`config.mk`:
```
export PLATFORM = sky130hd
export DESIGN_NAME = scp_serial_port
export DESIGN_NICKNAME = d
export VERILOG_FILES = /design/src/include/scp_pkg.sv /design/src/design/scp_serial_port.sv
export SDC_FILE = /design/constraint.sdc
export NUM_CORES = 1
export LEC_CHECK = 0
export BUFFER_PORTS_ARGS = -buffer_cell sky130_fd_sc_hd__clkbuf_2
export CAP_MARGIN = 20
export CORE_MARGIN = 10
export CORE_UTILIZATION = 40
export CTS_BUF_LIST = sky130_fd_sc_hd__clkbuf_16
export CTS_CLUSTER_DIAMETER = 30
export CTS_CLUSTER_SIZE = 24
export DETAILED_ROUTE_END_ITERATION = 6
export PLACE_DENSITY_LB_ADDON = 0.08
export SYNTH_ARGS = -nofsm -noshare
export SYNTH_HDL_FRONTEND = slang
export SYNTH_SLANG_ARGS = --single-unit
```
`constraint.sdc`:
```
create_clock -name mclk_i -period 2.1 [get_ports mclk_i]
set_clock_uncertainty 0.05 [all_clocks]
set_input_delay 0.42 -clock mclk_i [delete_from_list [all_inputs] [get_ports mclk_i]]
set_output_delay 0.42 -clock mclk_i [all_outputs]
set_load 0.01 [all_outputs]
```
`src/include/scp_pkg.sv`:
```
// shared constants and carrier types for the serial command port
package scp_pkg;
  localparam int unsigned CLK_HZ       = 250_000_000;
  localparam int unsigned BAUD         = 9600;
  localparam int unsigned OVS          = 16;
  localparam int unsigned TICK_DIV     = CLK_HZ / (BAUD * OVS);
  localparam int unsigned DATA_BITS    = 7;
  localparam int unsigned FRAME_BITS   = 10;
  localparam int unsigned OVS_MID      = OVS / 2;
  localparam int unsigned RESP_MS      = 10;
  localparam int unsigned RESP_CYC     = CLK_HZ / 1000 * RESP_MS;
  localparam logic [6:0]  CHAR_CR      = 7'h0D;
  localparam logic [6:0]  CHAR_LF      = 7'h0A;
  localparam logic [6:0]  CHAR_QUERY   = 7'h3F;
  localparam logic        LINE_IDLE    = 1'b1;
  localparam logic        BIT_START    = 1'b0;
  localparam logic        BIT_STOP     = 1'b1;

  // received character with status
  typedef struct packed {
    logic [6:0] data;
    logic       par_err;
    logic       frm_err;
    logic       eom;
  } scp_rx_char_t;

  // one-hot receiver and transmitter states
  typedef enum logic [2:0] {
    SCP_RX_IDLE  = 3'b001,
    SCP_RX_START = 3'b010,
    SCP_RX_SHIFT = 3'b100
  } scp_rx_st_t;

  typedef enum logic [2:0] {
    SCP_TX_IDLE = 3'b001,
    SCP_TX_WAIT = 3'b010,
    SCP_TX_SEND = 3'b100
  } scp_tx_st_t;
endpackage : scp_pkg

```
`src/design/scp_serial_port.sv`:
```
// serial command port: receiver, transmitter and half-duplex control
`timescale 1ns/100ps

////////////////////////////////////////////////////////////////////////////////
module scp_serial_port #(
  parameter int unsigned TICK_DIV_P = scp_pkg::TICK_DIV,
  parameter int unsigned RESP_CYC_P = scp_pkg::RESP_CYC
) (
  input  wire logic                  mclk_i,
  input  wire logic                  rst_n_i,
  input  wire logic                  ce_i,
  input  wire logic                  panel_busy_i,
  input  wire logic                  rxd_i,
  output logic                       txd_o,
  output scp_pkg::scp_rx_char_t      rx_char_o,
  output logic                       rx_valid_o,
  output logic                       query_pending_o,
  input  wire logic                  resp_valid_i,
  input  wire logic [6:0]            resp_data_i,
  output logic                       resp_ready_o,
  output logic                       tx_busy_o
);
  import scp_pkg::*;

  localparam int unsigned DW = $clog2(TICK_DIV_P + 1);
  localparam int unsigned RW = $clog2(RESP_CYC_P + 1);

  ////////////////////////////////////////////////////////////////////////////
  // operating notes for whoever picks this block up next
  //
  // timing base
  // - one shared divider makes sixteen ticks per bit
  // - the divider runs free, so a frame may start mid tick
  // - worst case phase error is one tick, well inside half a bit
  // - default divider gives a rate a hair above nominal
  // - simulation shrinks the divider to keep runs short
  //
  // receive path
  // - line is taken as already synchronous to mclk_i
  // - an outer synchroniser is the user's job if the pin is raw
  // - a low level while idle arms the start check
  // - start is confirmed at half a bit, else it was a glitch
  // - data, parity and stop are sampled at their centres
  // - bits arrive least significant first
  // - a bad parity or stop still delivers the character
  // - the flags travel beside the data, software decides
  // - rx_valid_o is a single cycle pulse
  // - rx_char_o holds until the next character lands
  //
  // message tracking
  // - a carriage return arms the end-of-message detector
  // - only a line feed right after it closes the message
  // - any question mark with good parity inside marks a query
  // - a question mark with bad parity is not trusted
  // - commands alone never wake the transmitter
  //
  // transmit path
  // - armed only by a closed message that held a query
  // - the response source offers one character at a time
  // - resp_ready_o is combinational from the state register and panel_busy_i
  // - the start bit goes out on the edge after the hand-over
  // - after each stop bit the response window opens again
  // - the response ends when no character comes in time
  // - the window is the typical answer delay of the device
  //
  // half duplex and muting
  // - the receiver is parked while the transmitter is busy
  // - front-panel setup parks the receiver as well
  // - panel setup also drops a response still waiting
  // - a frame already on the wire is still finished
  // - bytes sent by the host during a response are lost
  //
  // limitations
  // - no flow control pins exist, pacing is the host's duty
  // - no buffering: the consumer must take each pulse
  // - no break detection, a stuck low line rearms each frame
  // - after a bad stop bit the next low may look like a start
  //
  // clock enable
  // - ce_i low freezes every register, divider included
  // - combinational outputs still follow the frozen state

  // odd parity bit for seven data bits
  function automatic logic odd_par(input logic [6:0] d);
    odd_par = ~(^d);
  endfunction : odd_par

  ////////////////////////////////////////////////////////////////////////////
  // oversample tick, sixteen per bit
  logic [DW-1:0] div_q;
  logic          tick;
  assign tick = (div_q == DW'(TICK_DIV_P - 1));

  always_ff @(posedge mclk_i or negedge rst_n_i) begin
    if (!rst_n_i) begin
      div_q <= '0;
    end else if (ce_i) begin
      div_q <= tick ? '0 : div_q + 1'b1;
    end
  end

  ////////////////////////////////////////////////////////////////////////////
  // receiver
  // idle: wait for a low line with the receiver enabled
  // start: count half a bit, confirm the line is still low
  // shift: one sample every sixteen ticks, nine in total
  // the last sample is the stop bit and closes the frame
  // dropping rx_enable at any point abandons the frame,
  // so a partly heard character is never delivered
  scp_rx_st_t  rx_st_q;
  logic [3:0]  rx_ovs_q;
  logic [3:0]  rx_bit_q;
  logic [8:0]  rx_sh_q;
  logic        tx_active;
  logic        rx_enable;
  logic        cr_seen_q;
  logic        has_query_q;

  // panel work or our own transmission mutes the receiver
  assign rx_enable = !panel_busy_i && !tx_active;

  always_ff @(posedge mclk_i or negedge rst_n_i) begin
    if (!rst_n_i) begin
      rx_st_q    <= SCP_RX_IDLE;
      rx_ovs_q   <= '0;
      rx_bit_q   <= '0;
      rx_sh_q    <= '0;
      rx_valid_o <= 1'b0;
      rx_char_o  <= '0;
    end else if (ce_i) begin
      rx_valid_o <= 1'b0;
      case (rx_st_q)
        SCP_RX_IDLE: begin
          rx_ovs_q <= '0;
          if (rx_enable && rxd_i == BIT_START) begin
            rx_st_q <= SCP_RX_START;
          end
        end
        SCP_RX_START: begin
          if (!rx_enable) begin
            rx_st_q <= SCP_RX_IDLE;
          end else if (tick) begin
            if (rx_ovs_q == 4'(OVS_MID - 1)) begin
              rx_ovs_q <= '0;
              // glitch shorter than half a bit is ignored
              rx_st_q  <= (rxd_i == BIT_START) ? SCP_RX_SHIFT : SCP_RX_IDLE;
              rx_bit_q <= '0;
            end else begin
              rx_ovs_q <= rx_ovs_q + 1'b1;
            end
          end
        end
        SCP_RX_SHIFT: begin
          if (!rx_enable) begin
            rx_st_q <= SCP_RX_IDLE;
          end else if (tick) begin
            rx_ovs_q <= rx_ovs_q + 1'b1;
            if (rx_ovs_q == 4'(OVS - 1)) begin
              if (rx_bit_q == 4'(FRAME_BITS - 2)) begin
                rx_st_q <= SCP_RX_IDLE;
                rx_valid_o <= 1'b1;
                rx_char_o.data <= rx_sh_q[7:1];
                rx_char_o.par_err <=
                  (rx_sh_q[8] != odd_par(rx_sh_q[7:1]));
                rx_char_o.frm_err <= (rxd_i != BIT_STOP);
                rx_char_o.eom <= cr_seen_q &&
                  (rx_sh_q[7:1] == CHAR_LF);
              end else begin
                rx_sh_q  <= {rxd_i, rx_sh_q[8:1]};
                rx_bit_q <= rx_bit_q + 1'b1;
              end
            end
          end
        end
        default: rx_st_q <= SCP_RX_IDLE;
      endcase
    end
  end

  ////////////////////////////////////////////////////////////////////////////
  // message tracking: CR then LF closes, a '?' marks a query
  always_ff @(posedge mclk_i or negedge rst_n_i) begin
    if (!rst_n_i) begin
      cr_seen_q   <= 1'b0;
      has_query_q <= 1'b0;
    end else if (ce_i && rx_valid_o) begin
      if (rx_char_o.eom) begin
        cr_seen_q   <= 1'b0;
        has_query_q <= 1'b0;
      end else begin
        cr_seen_q <= (rx_char_o.data == CHAR_CR);
        if (rx_char_o.data == CHAR_QUERY && !rx_char_o.par_err) begin
          has_query_q <= 1'b1;
        end
      end
    end
  end

  ////////////////////////////////////////////////////////////////////////////
  // transmitter, armed only by a completed query message
  // idle: line high, window counter cleared
  // wait: offer ready, count the response window
  // send: shift the ten frame bits, sixteen ticks each
  // after the stop bit the block returns to wait, so
  // back to back characters cost one extra cycle only
  // a response ends by letting the window run out
  scp_tx_st_t  tx_st_q;
  logic [RW-1:0] wait_q;
  logic [3:0]  tx_ovs_q;
  logic [3:0]  tx_bit_q;
  logic [9:0]  tx_sh_q;
  logic        resp_done;

  assign tx_active       = (tx_st_q != SCP_TX_IDLE);
  assign tx_busy_o       = tx_active;
  assign query_pending_o = tx_active;
  assign resp_done = (tx_st_q == SCP_TX_SEND) && tick &&
                     tx_ovs_q == 4'(OVS - 1) &&
                     tx_bit_q == 4'(FRAME_BITS - 1);
  // the response source is pulled only between characters
  assign resp_ready_o = (tx_st_q == SCP_TX_WAIT) && !panel_busy_i;

  always_ff @(posedge mclk_i or negedge rst_n_i) begin
    if (!rst_n_i) begin
      tx_st_q  <= SCP_TX_IDLE;
      wait_q   <= '0;
      tx_ovs_q <= '0;
      tx_bit_q <= '0;
      tx_sh_q  <= {FRAME_BITS{LINE_IDLE}};
      txd_o    <= LINE_IDLE;
    end else if (ce_i) begin
      case (tx_st_q)
        SCP_TX_IDLE: begin
          txd_o  <= LINE_IDLE;
          wait_q <= '0;
          if (rx_valid_o && rx_char_o.eom && has_query_q
              && !panel_busy_i) begin
            tx_st_q <= SCP_TX_WAIT;
          end
        end
        SCP_TX_WAIT: begin
          // the response window closes if nothing comes in time
          if (resp_valid_i && resp_ready_o) begin
            tx_sh_q  <= {BIT_STOP, odd_par(resp_data_i), resp_data_i,
                         BIT_START};
            tx_ovs_q <= '0;
            tx_bit_q <= '0;
            txd_o    <= BIT_START;
            tx_st_q  <= SCP_TX_SEND;
          end else if (panel_busy_i ||
                       wait_q == RW'(RESP_CYC_P - 1)) begin
            tx_st_q <= SCP_TX_IDLE;
          end else begin
            wait_q <= wait_q + 1'b1;
          end
        end
        SCP_TX_SEND: begin
          txd_o <= tx_sh_q[0];
          if (tick) begin
            tx_ovs_q <= tx_ovs_q + 1'b1;
            if (tx_ovs_q == 4'(OVS - 1)) begin
              tx_sh_q  <= {LINE_IDLE, tx_sh_q[9:1]};
              tx_bit_q <= tx_bit_q + 1'b1;
            end
          end
          if (resp_done) begin
            wait_q  <= '0;
            tx_st_q <= SCP_TX_WAIT;
          end
        end
        default: tx_st_q <= SCP_TX_IDLE;
      endcase
    end
  end
endmodule : scp_serial_port

```
After elaboration in Yosys (flattened, before gate mapping)
Cells that the tools add are included.

word-level totals
  flip-flop bits (word level) = 88
  latch bits = 0
  RAM bits = 0
  bits in read-only memories = 0
  bits of input ports = 13
  output and inout port bits = 15
  word-level logic and storage cells = 156
  memories kept = 0

cells by class
  add/subtract/negate cells = 6
  multipliers = 0
  divide/modulo/power cells = 0
  $lt $le $gt $ge = 0
  equal/unequal tests = 39
  shift operators = 0
  muxes and demuxes = 54
  bitwise logic cells = 4
  reductions and logical operators = 35

operator list
  kind                                                 count
  two-way mux 22 bit                                   3
  one-hot mux 22 bit (3 select lines)                  1
  two-way mux 4 bit                                    16
  two-way mux 3 bit                                    13
  two-way mux 10 bit                                   3
  inequality test 2 bit, second input constant         13
  one-hot mux 4 bit (2 select lines)                   3
  adder 22 x 1 -> 22 bit, second input constant        1
  equality test 22 bit, second input constant          1
  one-hot mux 10 bit (2 select lines)                  1
  one-hot mux 3 bit (3 select lines)                   2
  AND reduction 6 bit                                  3
  adder 4 x 1 -> 4 bit, second input constant          4
  equality test 4 bit, second input constant           4
  inequality test 3 bit, second input constant         5
  equality test 7 x 4 -> 1 bit, second input constant  2
  XOR reduction 7 bit                                  2
  logical AND 1 bit                                    13
  one-hot mux 4 bit (3 select lines)                   1
  adder 11 x 1 -> 11 bit, second input constant        1
  equality test 11 bit, second input constant          1
  two-way mux 11 bit                                   1
  AND reduction 5 bit                                  2
  two-way mux 1 bit                                    9
  other kinds (19)                                     33

Longest topological paths before layout
Gate-level depths: netlist (run 1).

  depth in word-level cells = 6
  depth in mapped cells = 11
  mapped depth without buffers = 8

Worst setup path before layout (run 1)
No wires, ideal clock.

  path type = reg2reg
  from = register tx_st_q[0]
  to = register rx_sh_q[8]
  setup time = 0.125 ns
  arrival = 2.101 ns
  data required time = 1.925 ns
  setup slack = -0.176 ns
  stages on the path, launching flop included = 8
  buffers on the path = 2
  period minus slack after synthesis = 2.276 ns
  cells stage by stage = dfstp_2 buf_4 or4b_4 nor3_1 nand3_1 nor2b_1 buf_2 mux2_2

on the way
  cells in the longest elaborated chain, start to end = 4

ends and longest elaborated chain
  what                            line                    text
  from (decl)                     scp_serial_port.sv:207  scp_tx_st_t tx_st_q;
  from (signal assigned)          scp_serial_port.sv:225  tx_st_q <= SCP_TX_IDLE;
  from (signal assigned)          scp_serial_port.sv:238  tx_st_q <= SCP_TX_WAIT;
  from (signal assigned)          scp_serial_port.sv:249  tx_st_q <= SCP_TX_SEND;
  inequality test 3 x 1 -> 1 bit  scp_serial_port.sv:214  assign tx_active = (tx_st_q != SCP_TX_IDLE);
  zero test 1 bit                 scp_serial_port.sv:120  assign rx_enable = !panel_busy_i && !tx_active;
  logical AND 1 bit               scp_serial_port.sv:120
  AND reduction 6 bit (no line)   -
  to (signal assigned)            scp_serial_port.sv:169  rx_sh_q <= {rxd_i, rx_sh_q[8:1]};
  to (decl)                       scp_serial_port.sv:113  logic [8:0] rx_sh_q;

No other way between the ends.
A chain may end at the register's enable or synchronous reset.

Worst setup path after layout (run 1)
  from = register div_q[0]
  to = register rx_bit_q[3]

on the way
  cells in the longest elaborated chain, start to end = 3
  elaborated cells on any way between the ends = 4
  those cells by class = eq/ne: 3; reduce/logical: 1

ends and longest elaborated chain
  what                               line                    text
  from (decl)                        scp_serial_port.sv:90   logic [DW-1:0] div_q;
  from (signal assigned)             scp_serial_port.sv:98   div_q <= tick ? '0 : div_q + 1'b1;
  equality test 11 bit (*)           scp_serial_port.sv:92   assign tick = (div_q == DW'(TICK_DIV_P - 1));
  inequality test 2 bit (no line)    -
  AND reduction 9 bit (no line) (*)  -
  to (signal assigned)               scp_serial_port.sv:170  rx_bit_q <= rx_bit_q + 1'b1;
  to (decl)                          scp_serial_port.sv:112  logic [3:0] rx_bit_q;

Mark *: on every way between the ends. The rest lies on a longest branch, timed or not.

==> results of run 1 <==
==> power groups by stage <==
stage          combinational, W  clock (W)  sequential [W]
6_report                0.00125    0.00172         0.00203
4_1_cts                 0.00116    0.00176         0.00203
3_5_place_dp            0.00105          0         0.00206
5_1_grt                 0.00139    0.00182         0.00206
2_1_floorplan          0.000585          0         0.00206
3_3_place_gp            0.00103          0         0.00205
==> state kept, by name, indices dropped and copies added (netlist names) <==
name	flops
cr_seen_q	1
div_q	11
has_query_q	1
rx_bit_q	4
rx_char_o	10
rx_ovs_q	4
rx_sh_q	8
rx_st_q	3
rx_valid_o	1
tx_bit_q	4
tx_ovs_q	4
tx_sh_q	9
tx_st_q	3
txd_o	1
wait_q	22
==> what timing repair did <==
action                                 4_1_cts  5_1_grt
setup endpoints to repair                   38       67
setup buffers                               11       11
endpoints found under the hold margin       12        0
pin swaps                                   11       24
resized for setup                           22       58
cloned                                       1        2
hold buffers                                 1        0
==> cells by family (layout without fill, tap and decap cells) <==
group | after synthesis | after routing | synth area share [%]
buffers and inverters | 45 | 182 | 4.119
XOR/XNOR | 19 | 19 | 3.534
flip-flops | 86 | 86 | 46.03
adder cells (fa/ha/maj) | 12 | 12 | 3.189
AO/OA/AOI/OAI | 121 | 121 | 15.44
AND/OR/NAND/NOR | 219 | 221 | 25.17
multiplexers | 11 | 11 | 2.524
==> path summary, 6_finish.rpt <==
path	start	endpoint	slack (ns)	depth (start not counted)
worst max-delay path	div_q[0]	rx_bit_q[3]	-0.15	9
worst min-delay path	resp_data_i[2]	tx_sh_q[3]	0.24	3
worst max register to register	div_q[0]	rx_bit_q[3]	-0.15	9
worst min register to register	tx_sh_q[1]	tx_sh_q[0]	0.42	2
max in group asynchronous	rst_n_i	tx_sh_q[8]	0.99	3
min in group asynchronous	rst_n_i	cr_seen_q	0.42	2
==> stage by stage <==
step                utilization, %  TNS [ns]  worst slack [ns]  power [W]
detailed placement           49.35    -3.555           -0.1664   0.003108
global placement             49.35    -2.610           -0.1372   0.003083
floorplan                        -   -0.2322          -0.05311   0.002648
finish                       56.14    -1.786           -0.1526   0.005006
global route                 56.14    -6.269           -0.2631   0.005265
CTS                          53.49    -1.192           -0.1240   0.004951
==> layer usage <==
| layer | part of all wire [%] | wire, microns |
|---|---|---|
| met5 | 0 | 0 |
| met4 | 2.0 | 247 |
| met3 | 2.7 | 324 |
| met2 | 47 | 5771 |
| met1 | 48 | 5878 |
==> critical path, cell delays in order, from the launching register on <==
cell,delay [ns]
dfrtp_1,0.39
inv_2,0.08
ha_4,0.12
nor4b_4,0.24
and4_2,0.35
buf_4,0.15
and3_4,0.20
nand4_4,0.10
or4_1,0.42
nand3_1,0.09
==> final cells by class <==
class	instances	area, sq um	share of cell area, %
multi-input combinational	384	2614	40.60
sequential	86	2167	33.66
timing repair buffer	142	1072	16.66
clock buffer	9	225.2	3.499
tap	143	178.9	2.779
clock inverter	7	90.09	1.399
inverter	24	90.09	1.399
==> cells in the mapped netlist (7+ instances only) <==
master,count
nand2_1,72
o31ai_1,8
o21ai_0,44
xnor2_1,14
a31oi_1,16
buf_2,8
dfrtp_1,74
nor3_1,8
inv_1,23
or3_1,7
nor2b_1,7
dfstp_2,12
or4_1,8
a21oi_1,23
ha_1,12
clkbuf_1,8
nor2_1,36
nand4_1,11
nand3_1,21
and3_1,10
==> impl_metrics.env, run 1 <==
export IMPL_status="complete, but fails checks"
export IMPL_violations="setup timing"
export IMPL_synth_async_reset_ratio_pct=100.0
export IMPL_worst_pin_slew_ns=0.4490
export IMPL_n_antenna_cell=0
export IMPL_numCtsBuffers=9
export IMPL_antenna_found_initial=0
export IMPL_startpoint_type="flip-flop"
export IMPL_layout_drive_gt1_share_pct=34.97
export IMPL_grt_use_total_pct=14.76
export IMPL_use_met3_pct=2.505
export IMPL_placed_cells=753
export IMPL_power_density_mw_per_mm2=777.7
export IMPL_final_cell_mix="buf_4, dfrtp_1, nand2_1, nor2_1, o21ai_0"
export IMPL_clock_latency_ns=0.35
export IMPL_place_congestion=0.8324
export IMPL_syn_nets=538
export IMPL_first_pass_iters=4
export IMPL_critical_path_class="reg -> reg"
export IMPL_swShare_pct=28.82
export IMPL_drt_wl_total_microns=12220
export IMPL_fp_dieW_microns=128.5
export IMPL_vias=4243
export IMPL_worst_ep_required_time_ns=2.33
export IMPL_synth_warnings=0
export IMPL_finalSetupViolations=23
export IMPL_cts_max_level=3
export IMPL_synth_top_area_cell="dfrtp_1"
export IMPL_final_nets=672
export IMPL_syn_inst=513
export IMPL_port_buffers=27
export IMPL_grt_pass1_wl_microns=19980
export IMPL_rsz0062_at_grt="true"
export IMPL_cts_root_buf="clkbuf_16"
export IMPL_p_clk_share_pct=34.4
export IMPL_net_switching_power_w=0.001443
export IMPL_drc=0
export IMPL_timing_final_ws_setup_ns=-0.1526
export IMPL_cp_end_kind="flip-flop"
export IMPL_area_growth_pct=36.73
export IMPL_coreArea_sq_mm=0.01147
export IMPL_num_rows=39
export IMPL_synth_area_leaders="dfrtp_1, dfstp_2, nand2_1"
export IMPL_clock_sinks=86
export IMPL_timing_hold_ws_ns=0.2391
export IMPL_ctsLongestPathBuffers=2
export IMPL_final_area_sq_mm=0.006437
export IMPL_io_pins=28
export IMPL_ys_ff_latch=86
export IMPL_finalHoldViolations=0
export IMPL_p_leak_nw=2.992
export IMPL_seq_area_frac_synth_pct=46.03
export IMPL_grt_max_degree=35
export IMPL_p_comb_share_pct=25.0
export IMPL_period_share_pct=107.3
export IMPL_min_path_type="in -> reg"
export IMPL_cts_tree="built"
export IMPL_synth_edf_count=0
export IMPL_drv_slew=0
export IMPL_peakVddDrop_v=0.0004963
export IMPL_placed_area_sq_mm=0.005659
export IMPL_grtUsageMet2_pct=22.97
export IMPL_syn_area_sq_mm=0.004708
export IMPL_final_cells=795
export IMPL_max_freq_ghz=0.4439
export IMPL_synth_cell_types=60
export IMPL_dieArea_sq_mm=0.01651
export IMPL_worstPathMaxFanout=4
export IMPL_fillers=1059
export IMPL_fin_crit_ns=2.253
export IMPL_cts_clk_slew_worst_paths_ns=0.06
export IMPL_drv_cap=0
export IMPL_power_frac_seq_pct=40.6
export IMPL_gr_max_usage_layer="met2"
export IMPL_grt_use_met1_pct=19.45
export IMPL_drt_initial_drc_count=237
export IMPL_wl_per_cell_microns=15.37
export IMPL_grt_pass1_vias=4107
export IMPL_slew_limit_headroom_pct=69.94
export IMPL_syn_area_per_cell_sq_um=9.178
export IMPL_p_int_w=0.003563
export IMPL_cp_data_arrival_time_ns=2.49
export IMPL_final_common_cell="buf_4"
export IMPL_synthFlopType="dfrtp_1"
export IMPL_place_hpwl_microns=8639
export IMPL_fp_dieH_microns=128.5
export IMPL_synth_top_area_share_pct=39.33
export IMPL_via_per_inst=5.337
export IMPL_grt_overflow=0
export IMPL_ant_nets=0
export IMPL_initial_core_util_pct=41.06
Power figures use the tool's default switching activity.
==> run 2, diff against run 1 <==
Settings changed: CORE_ASPECT_RATIO set to 1.75, TNS_END_PERCENT set to 50.
==> impl_metrics.env, run 2 (synthesis gave the netlist of run 1 again) <==
export IMPL_drt_wl_total_microns=12390
export IMPL_multi_input_area_sq_mm=0.002675
export IMPL_final_nets=665
export IMPL_rsz0062_at_grt="true"
export IMPL_worst_ep_required_time_ns=2.27
export IMPL_antenna_found_initial=0
export IMPL_clock_sinks=86
export IMPL_power_density_mw_per_mm2=755.6
export IMPL_fillers=1075
export IMPL_wl_per_cell_microns=15.88
export IMPL_fp_dieH_microns=163.5
export IMPL_coreArea_sq_mm=0.01158
export IMPL_p_leak_nw=2.972
export IMPL_drv_cap=0
export IMPL_cp_top_family="simple AND/OR/NAND/NOR gates"
export IMPL_worst_r2r_startpoint="tx_ovs_q[1]"
export IMPL_drc=0
export IMPL_largest_register="wait_q"
export IMPL_numCtsBuffers=9
export IMPL_initial_core_util_pct=40.65
export IMPL_cp_data_arrival_time_ns=2.50
export IMPL_timing_final_ws_setup_ns=-0.2281
export IMPL_cts_clk_slew_worst_paths_ns=0.06
export IMPL_hold_buffers=0
export IMPL_cts_tree="built"
export IMPL_cp_num_cells=8
export IMPL_timing_hold_ws_ns=0.03623
export IMPL_r2r_cells=8
export IMPL_port_buffers=27
export IMPL_worst_pin_slew_ns=0.5171
export IMPL_layout_drive_gt1_share_pct=35.97
export IMPL_seqCellArea_sq_mm=0.002167
export IMPL_final_cell_mix="buf_4, dfrtp_1, nand2_1, nor2_1, o21ai_0"
export IMPL_grt_use_total_pct=15.28
export IMPL_cp_num_buf_inv=1
export IMPL_cp_end_kind="flip-flop"
export IMPL_area_growth_pct=36.49
export IMPL_num_rows=52
export IMPL_first_pass_iters=4
export IMPL_max_freq_ghz=0.4295
export IMPL_drt_initial_drc_count=130
export IMPL_grt_pass1_wl_microns=20620
export IMPL_period_share_pct=110.9
export IMPL_cp_slowest_stage_delay_ns=0.42
export IMPL_peakVddDrop_v=0.0004807
export IMPL_io_pins=28
export IMPL_startpoint_type="flip-flop"
export IMPL_critical_path_class="reg -> reg"
export IMPL_slew_limit_headroom_pct=65.53
export IMPL_ant_nets=0
export IMPL_violations="setup timing"
export IMPL_dieArea_sq_mm=0.01668
export IMPL_n_antenna_cell=0
export IMPL_fp_dieW_microns=102.0
export IMPL_place_congestion=0.8435
export IMPL_placed_cells=744
export IMPL_largest_reg_flops=22
export IMPL_grt_max_degree=87
export IMPL_status="complete, but fails checks"
export IMPL_drv_slew=0
export IMPL_cts_root_buf="clkbuf_16"
export IMPL_worstPathMaxFanout=5
export IMPL_crit_slowest_cell="or3_4"
export IMPL_grt_pass1_vias=4314
export IMPL_finalHoldViolations=0
export IMPL_clock_latency_ns=0.34
export IMPL_worstPathCellList="ha_2 > and3_4 > nand4b_1 > o21ai_4 > buf_6 > o2111ai_4 > or3_4 > mux2_4"
export IMPL_ctsLongestPathBuffers=2
export IMPL_finalSetupViolations=21
export IMPL_largestRegisters="wait_q (22), div_q (11), rx_char_o (10)"
export IMPL_via_per_inst=5.397
export IMPL_final_cells=780
export IMPL_grt_overflow=0
export IMPL_rr_endpoint="wait_q[18]"
export IMPL_min_path_type="in -> async"
export IMPL_r2r_setup_slack_ns=-0.23
export IMPL_final_common_cell="buf_4"
export IMPL_vias=4210
export IMPL_cts_max_level=3
export IMPL_place_hpwl_microns=8961
export IMPL_fin_crit_ns=2.328
[run 2: worst max path at each step]
stage | start | to | slack (ns)
final | tx_ovs_q[1] | wait_q[18] | -0.23
after global routing | tx_ovs_q[1] | wait_q[18] | -0.30
after detailed placement | wait_q[19] | wait_q[8] | -0.30
after global placement | wait_q[19] | wait_q[8] | -0.23
after CTS | div_q[0] | wait_q[11] | -0.20
after floorplan | tx_st_q[0] | rx_sh_q[8] | -0.05
[run 2: metrics by stage]
step,worst slack (ns),instance area (sq um),total power (W),util (%),TNS (ns)
2_1_floorplan,-0.05311,4767,0.002648,-,-0.2405
3_3_place_gp,-0.2258,5642,0.003114,48.71,-2.917
3_5_place_dp,-0.3047,5642,0.003142,48.71,-4.444
4_1_cts,-0.1994,6081,0.004786,52.51,-1.759
5_1_grt,-0.3009,6426,0.005120,55.49,-4.917
6_report,-0.2281,6426,0.004856,55.49,-1.753
[run 2: power breakdown]
group	internal, W	switching [W]
clock	0.000880	0.000691
combinational	0.000615	0.000629
sequential	0.00191	0.000132
[run 2: worst reg2reg max path, cell delays in order (launching register included)]
cell,delay (ns)
dfrtp_1,0.36
ha_2,0.19
and3_4,0.19
nand4b_1,0.22
o21ai_4,0.23
buf_6,0.12
o2111ai_4,0.13
or3_4,0.42
mux2_4,0.30
[run 2: cell type report]
| class | instances | area share, % |
|---|---|---|
| flip-flops and latches | 86 | 33.72 |
| clock inverters | 6 | 0.6425 |
| clock buffers | 10 | 3.894 |
| well taps | 135 | 2.629 |
| repair buffers | 137 | 16.08 |
| multi-input cells | 382 | 41.63 |
| inverters | 24 | 1.402 |
[run 2: repair_timing]
item,in CTS,in global routing
cloned,0,1
pin swaps,16,20
gates resized for setup,25,73
buffers inserted,8,14
setup endpoints to repair,51,69
[run 2: layer usage]
layer | vias up | track usage [%] | share of wire (%)
met5 | - | 0 | 0
met4 | 0 | 6.379 | 2.3
met3 | 17 | 2.538 | 2.1
met2 | 39 | 27.53 | 55
met1 | 2072 | 17.06 | 40
li1 | 2082 | - | -
==> run 3, diff against run 2 <==
Settings changed: HOLD_SLACK_MARGIN set to 0.15.
==> impl_metrics.env, run 3 (synthesis gave the netlist of run 1 again) <==
export IMPL_timing_final_ws_setup_ns=-0.2241
export IMPL_min_path_type="in -> reg"
export IMPL_drv_slew=0
export IMPL_finalHoldViolations=0
export IMPL_period_share_pct=110.7
export IMPL_cp_slowest_stage_delay_ns=0.42
export IMPL_clock_latency_ns=0.34
export IMPL_antenna_found_initial=0
export IMPL_fin_tns_setup_ns=-1.738
export IMPL_fillers=1074
export IMPL_p_leak_nw=2.977
export IMPL_rsz0062_at_grt="true"
export IMPL_drv_cap=0
export IMPL_startpoint_type="flip-flop"
export IMPL_max_freq_ghz=0.4303
export IMPL_cts_max_level=3
export IMPL_io_pins=28
export IMPL_wl_per_cell_microns=15.87
export IMPL_largest_register="wait_q"
export IMPL_worstPathCellList="ha_2 > and3_4 > nand4b_1 > o21ai_4 > buf_6 > o2111ai_4 > or3_4 > mux2_4"
export IMPL_cp_data_arrival_time_ns=2.50
export IMPL_cts_tree="built"
export IMPL_dieArea_sq_mm=0.01668
export IMPL_grt_max_degree=87
export IMPL_worst_ep_required_time_ns=2.27
export IMPL_initial_core_util_pct=40.65
export IMPL_slew_limit_headroom_pct=66.10
export IMPL_largest_reg_flops=22
export IMPL_fin_util_pct=55.57
export IMPL_numCtsBuffers=9
export IMPL_dpl_worst_slack_ns=-0.3047
export IMPL_port_buffers=27
export IMPL_grt_overflow=0
export IMPL_place_hpwl_microns=8961
export IMPL_num_rows=52
export IMPL_place_congestion=0.8435
export IMPL_drt_initial_drc_count=125
export IMPL_status="complete, but fails checks"
export IMPL_critical_path_class="reg -> reg"
export IMPL_n_antenna_cell=0
export IMPL_ctsLongestPathBuffers=2
export IMPL_fp_dieW_microns=102.0
export IMPL_cts_root_buf="clkbuf_16"
export IMPL_worst_pin_slew_ns=0.5084
export IMPL_worstPathMaxFanout=5
export IMPL_drt_wl_total_microns=12390
export IMPL_largestRegisters="wait_q (22), div_q (11), rx_char_o (10)"
export IMPL_first_pass_iters=4
export IMPL_cts_clk_slew_worst_paths_ns=0.07
export IMPL_peakVddDrop_v=0.0004807
export IMPL_drc=0
export IMPL_finalSetupViolations=22
export IMPL_fin_crit_ns=2.324
export IMPL_coreArea_sq_mm=0.01158
export IMPL_layout_drive_gt1_share_pct=35.91
export IMPL_grt_pass1_wl_microns=20660
export IMPL_cp_end_kind="flip-flop"
export IMPL_ant_nets=0
export IMPL_final_nets=666
export IMPL_grt_use_total_pct=15.30
export IMPL_fp_dieH_microns=163.5
export IMPL_via_per_inst=5.402
export IMPL_area_growth_pct=36.70
export IMPL_power_density_mw_per_mm2=754.3
export IMPL_vias=4219
export IMPL_clock_sinks=86
export IMPL_grt_pass1_vias=4319
export IMPL_final_common_cell="buf_4"
export IMPL_violations="setup timing"
export IMPL_final_cell_mix="buf_4, dfrtp_1, nand2_1, nor2_1, o21ai_0"
export IMPL_crit_slowest_cell="or3_4"
## run 3: worst max-delay path: cells and delay by family, from the launching register on
family / cells / cell delay [ns]
AND/OR/NAND/NOR: 3 / 0.83
flip-flops: 1 / 0.36
AO/OA/AOI/OAI: 2 / 0.36
multiplexers: 1 / 0.30
adder cells (fa/ha/maj): 1 / 0.19
buffers and inverters: 1 / 0.12
## run 3: layer usage
| metal | wire (microns) | track usage, % |
|---|---|---|
| met1 | 4988 | 17.12 |
| met2 | 6876 | 27.59 |
| met3 | 242 | 2.496 |
| met4 | 286 | 6.379 |
| met5 | 0 | 0 |
## run 3: path summary, 6_finish.rpt
check | from | to | slack [ns] | cells past startpoint
min in group asynchronous | rst_n_i | div_q[4] | 0.60 | 3
setup reg to reg | tx_ovs_q[1] | wait_q[18] | -0.22 | 8
hold / removal | resp_data_i[6] | tx_sh_q[7] | 0.25 | 3
hold reg to reg | txd_o | txd_o | 0.42 | 2
max in group asynchronous | rst_n_i | tx_sh_q[8] | 0.98 | 3
setup / recovery | tx_ovs_q[1] | wait_q[18] | -0.22 | 8
## run 3: where the power goes
part           total, W  leakage [nW]  internal [W]  switching [W]
Combinational   0.00125          1.71      0.000616       0.000629
Clock           0.00157         0.147      0.000880       0.000688
Sequential      0.00204          1.12       0.00191       0.000132
Total           0.00485          2.98       0.00341        0.00145
## run 3: layout make-up
cell class	count	area (sq um)	area share, %
Sequential cell	86	2167	33.67
Clock buffer	10	250.2	3.888
Inverter	24	90.09	1.400
Tap cell	135	168.9	2.624
Timing Repair Buffer	138	1044	16.21
Clock inverter	6	41.29	0.6415
Multi-Input combinational cell	382	2675	41.56
## run 3: repair_timing
item,4_1_cts,5_1_grt
setup endpoints to repair,51,69
gates cloned,0,1
hold buffers,1,0
buffers inserted,8,14
pin swaps,16,20
gates resized for setup,25,73
endpoints found under the hold margin,74,0
## run 3: metrics by stage
stage / cells / area, sq um / total power [W] / hold WS (ns)
after detailed placement: 744 / 5642 / 0.003142 / 0.4129
after floorplan: 513 / 4767 / 0.002648 / 0.07441
after global routing: 781 / 6436 / 0.005122 / 0.2603
after global placement: 744 / 5642 / 0.003114 / 0.4003
final: 781 / 6436 / 0.004855 / 0.2485
after CTS: 768 / 6091 / 0.004788 / 0.2430
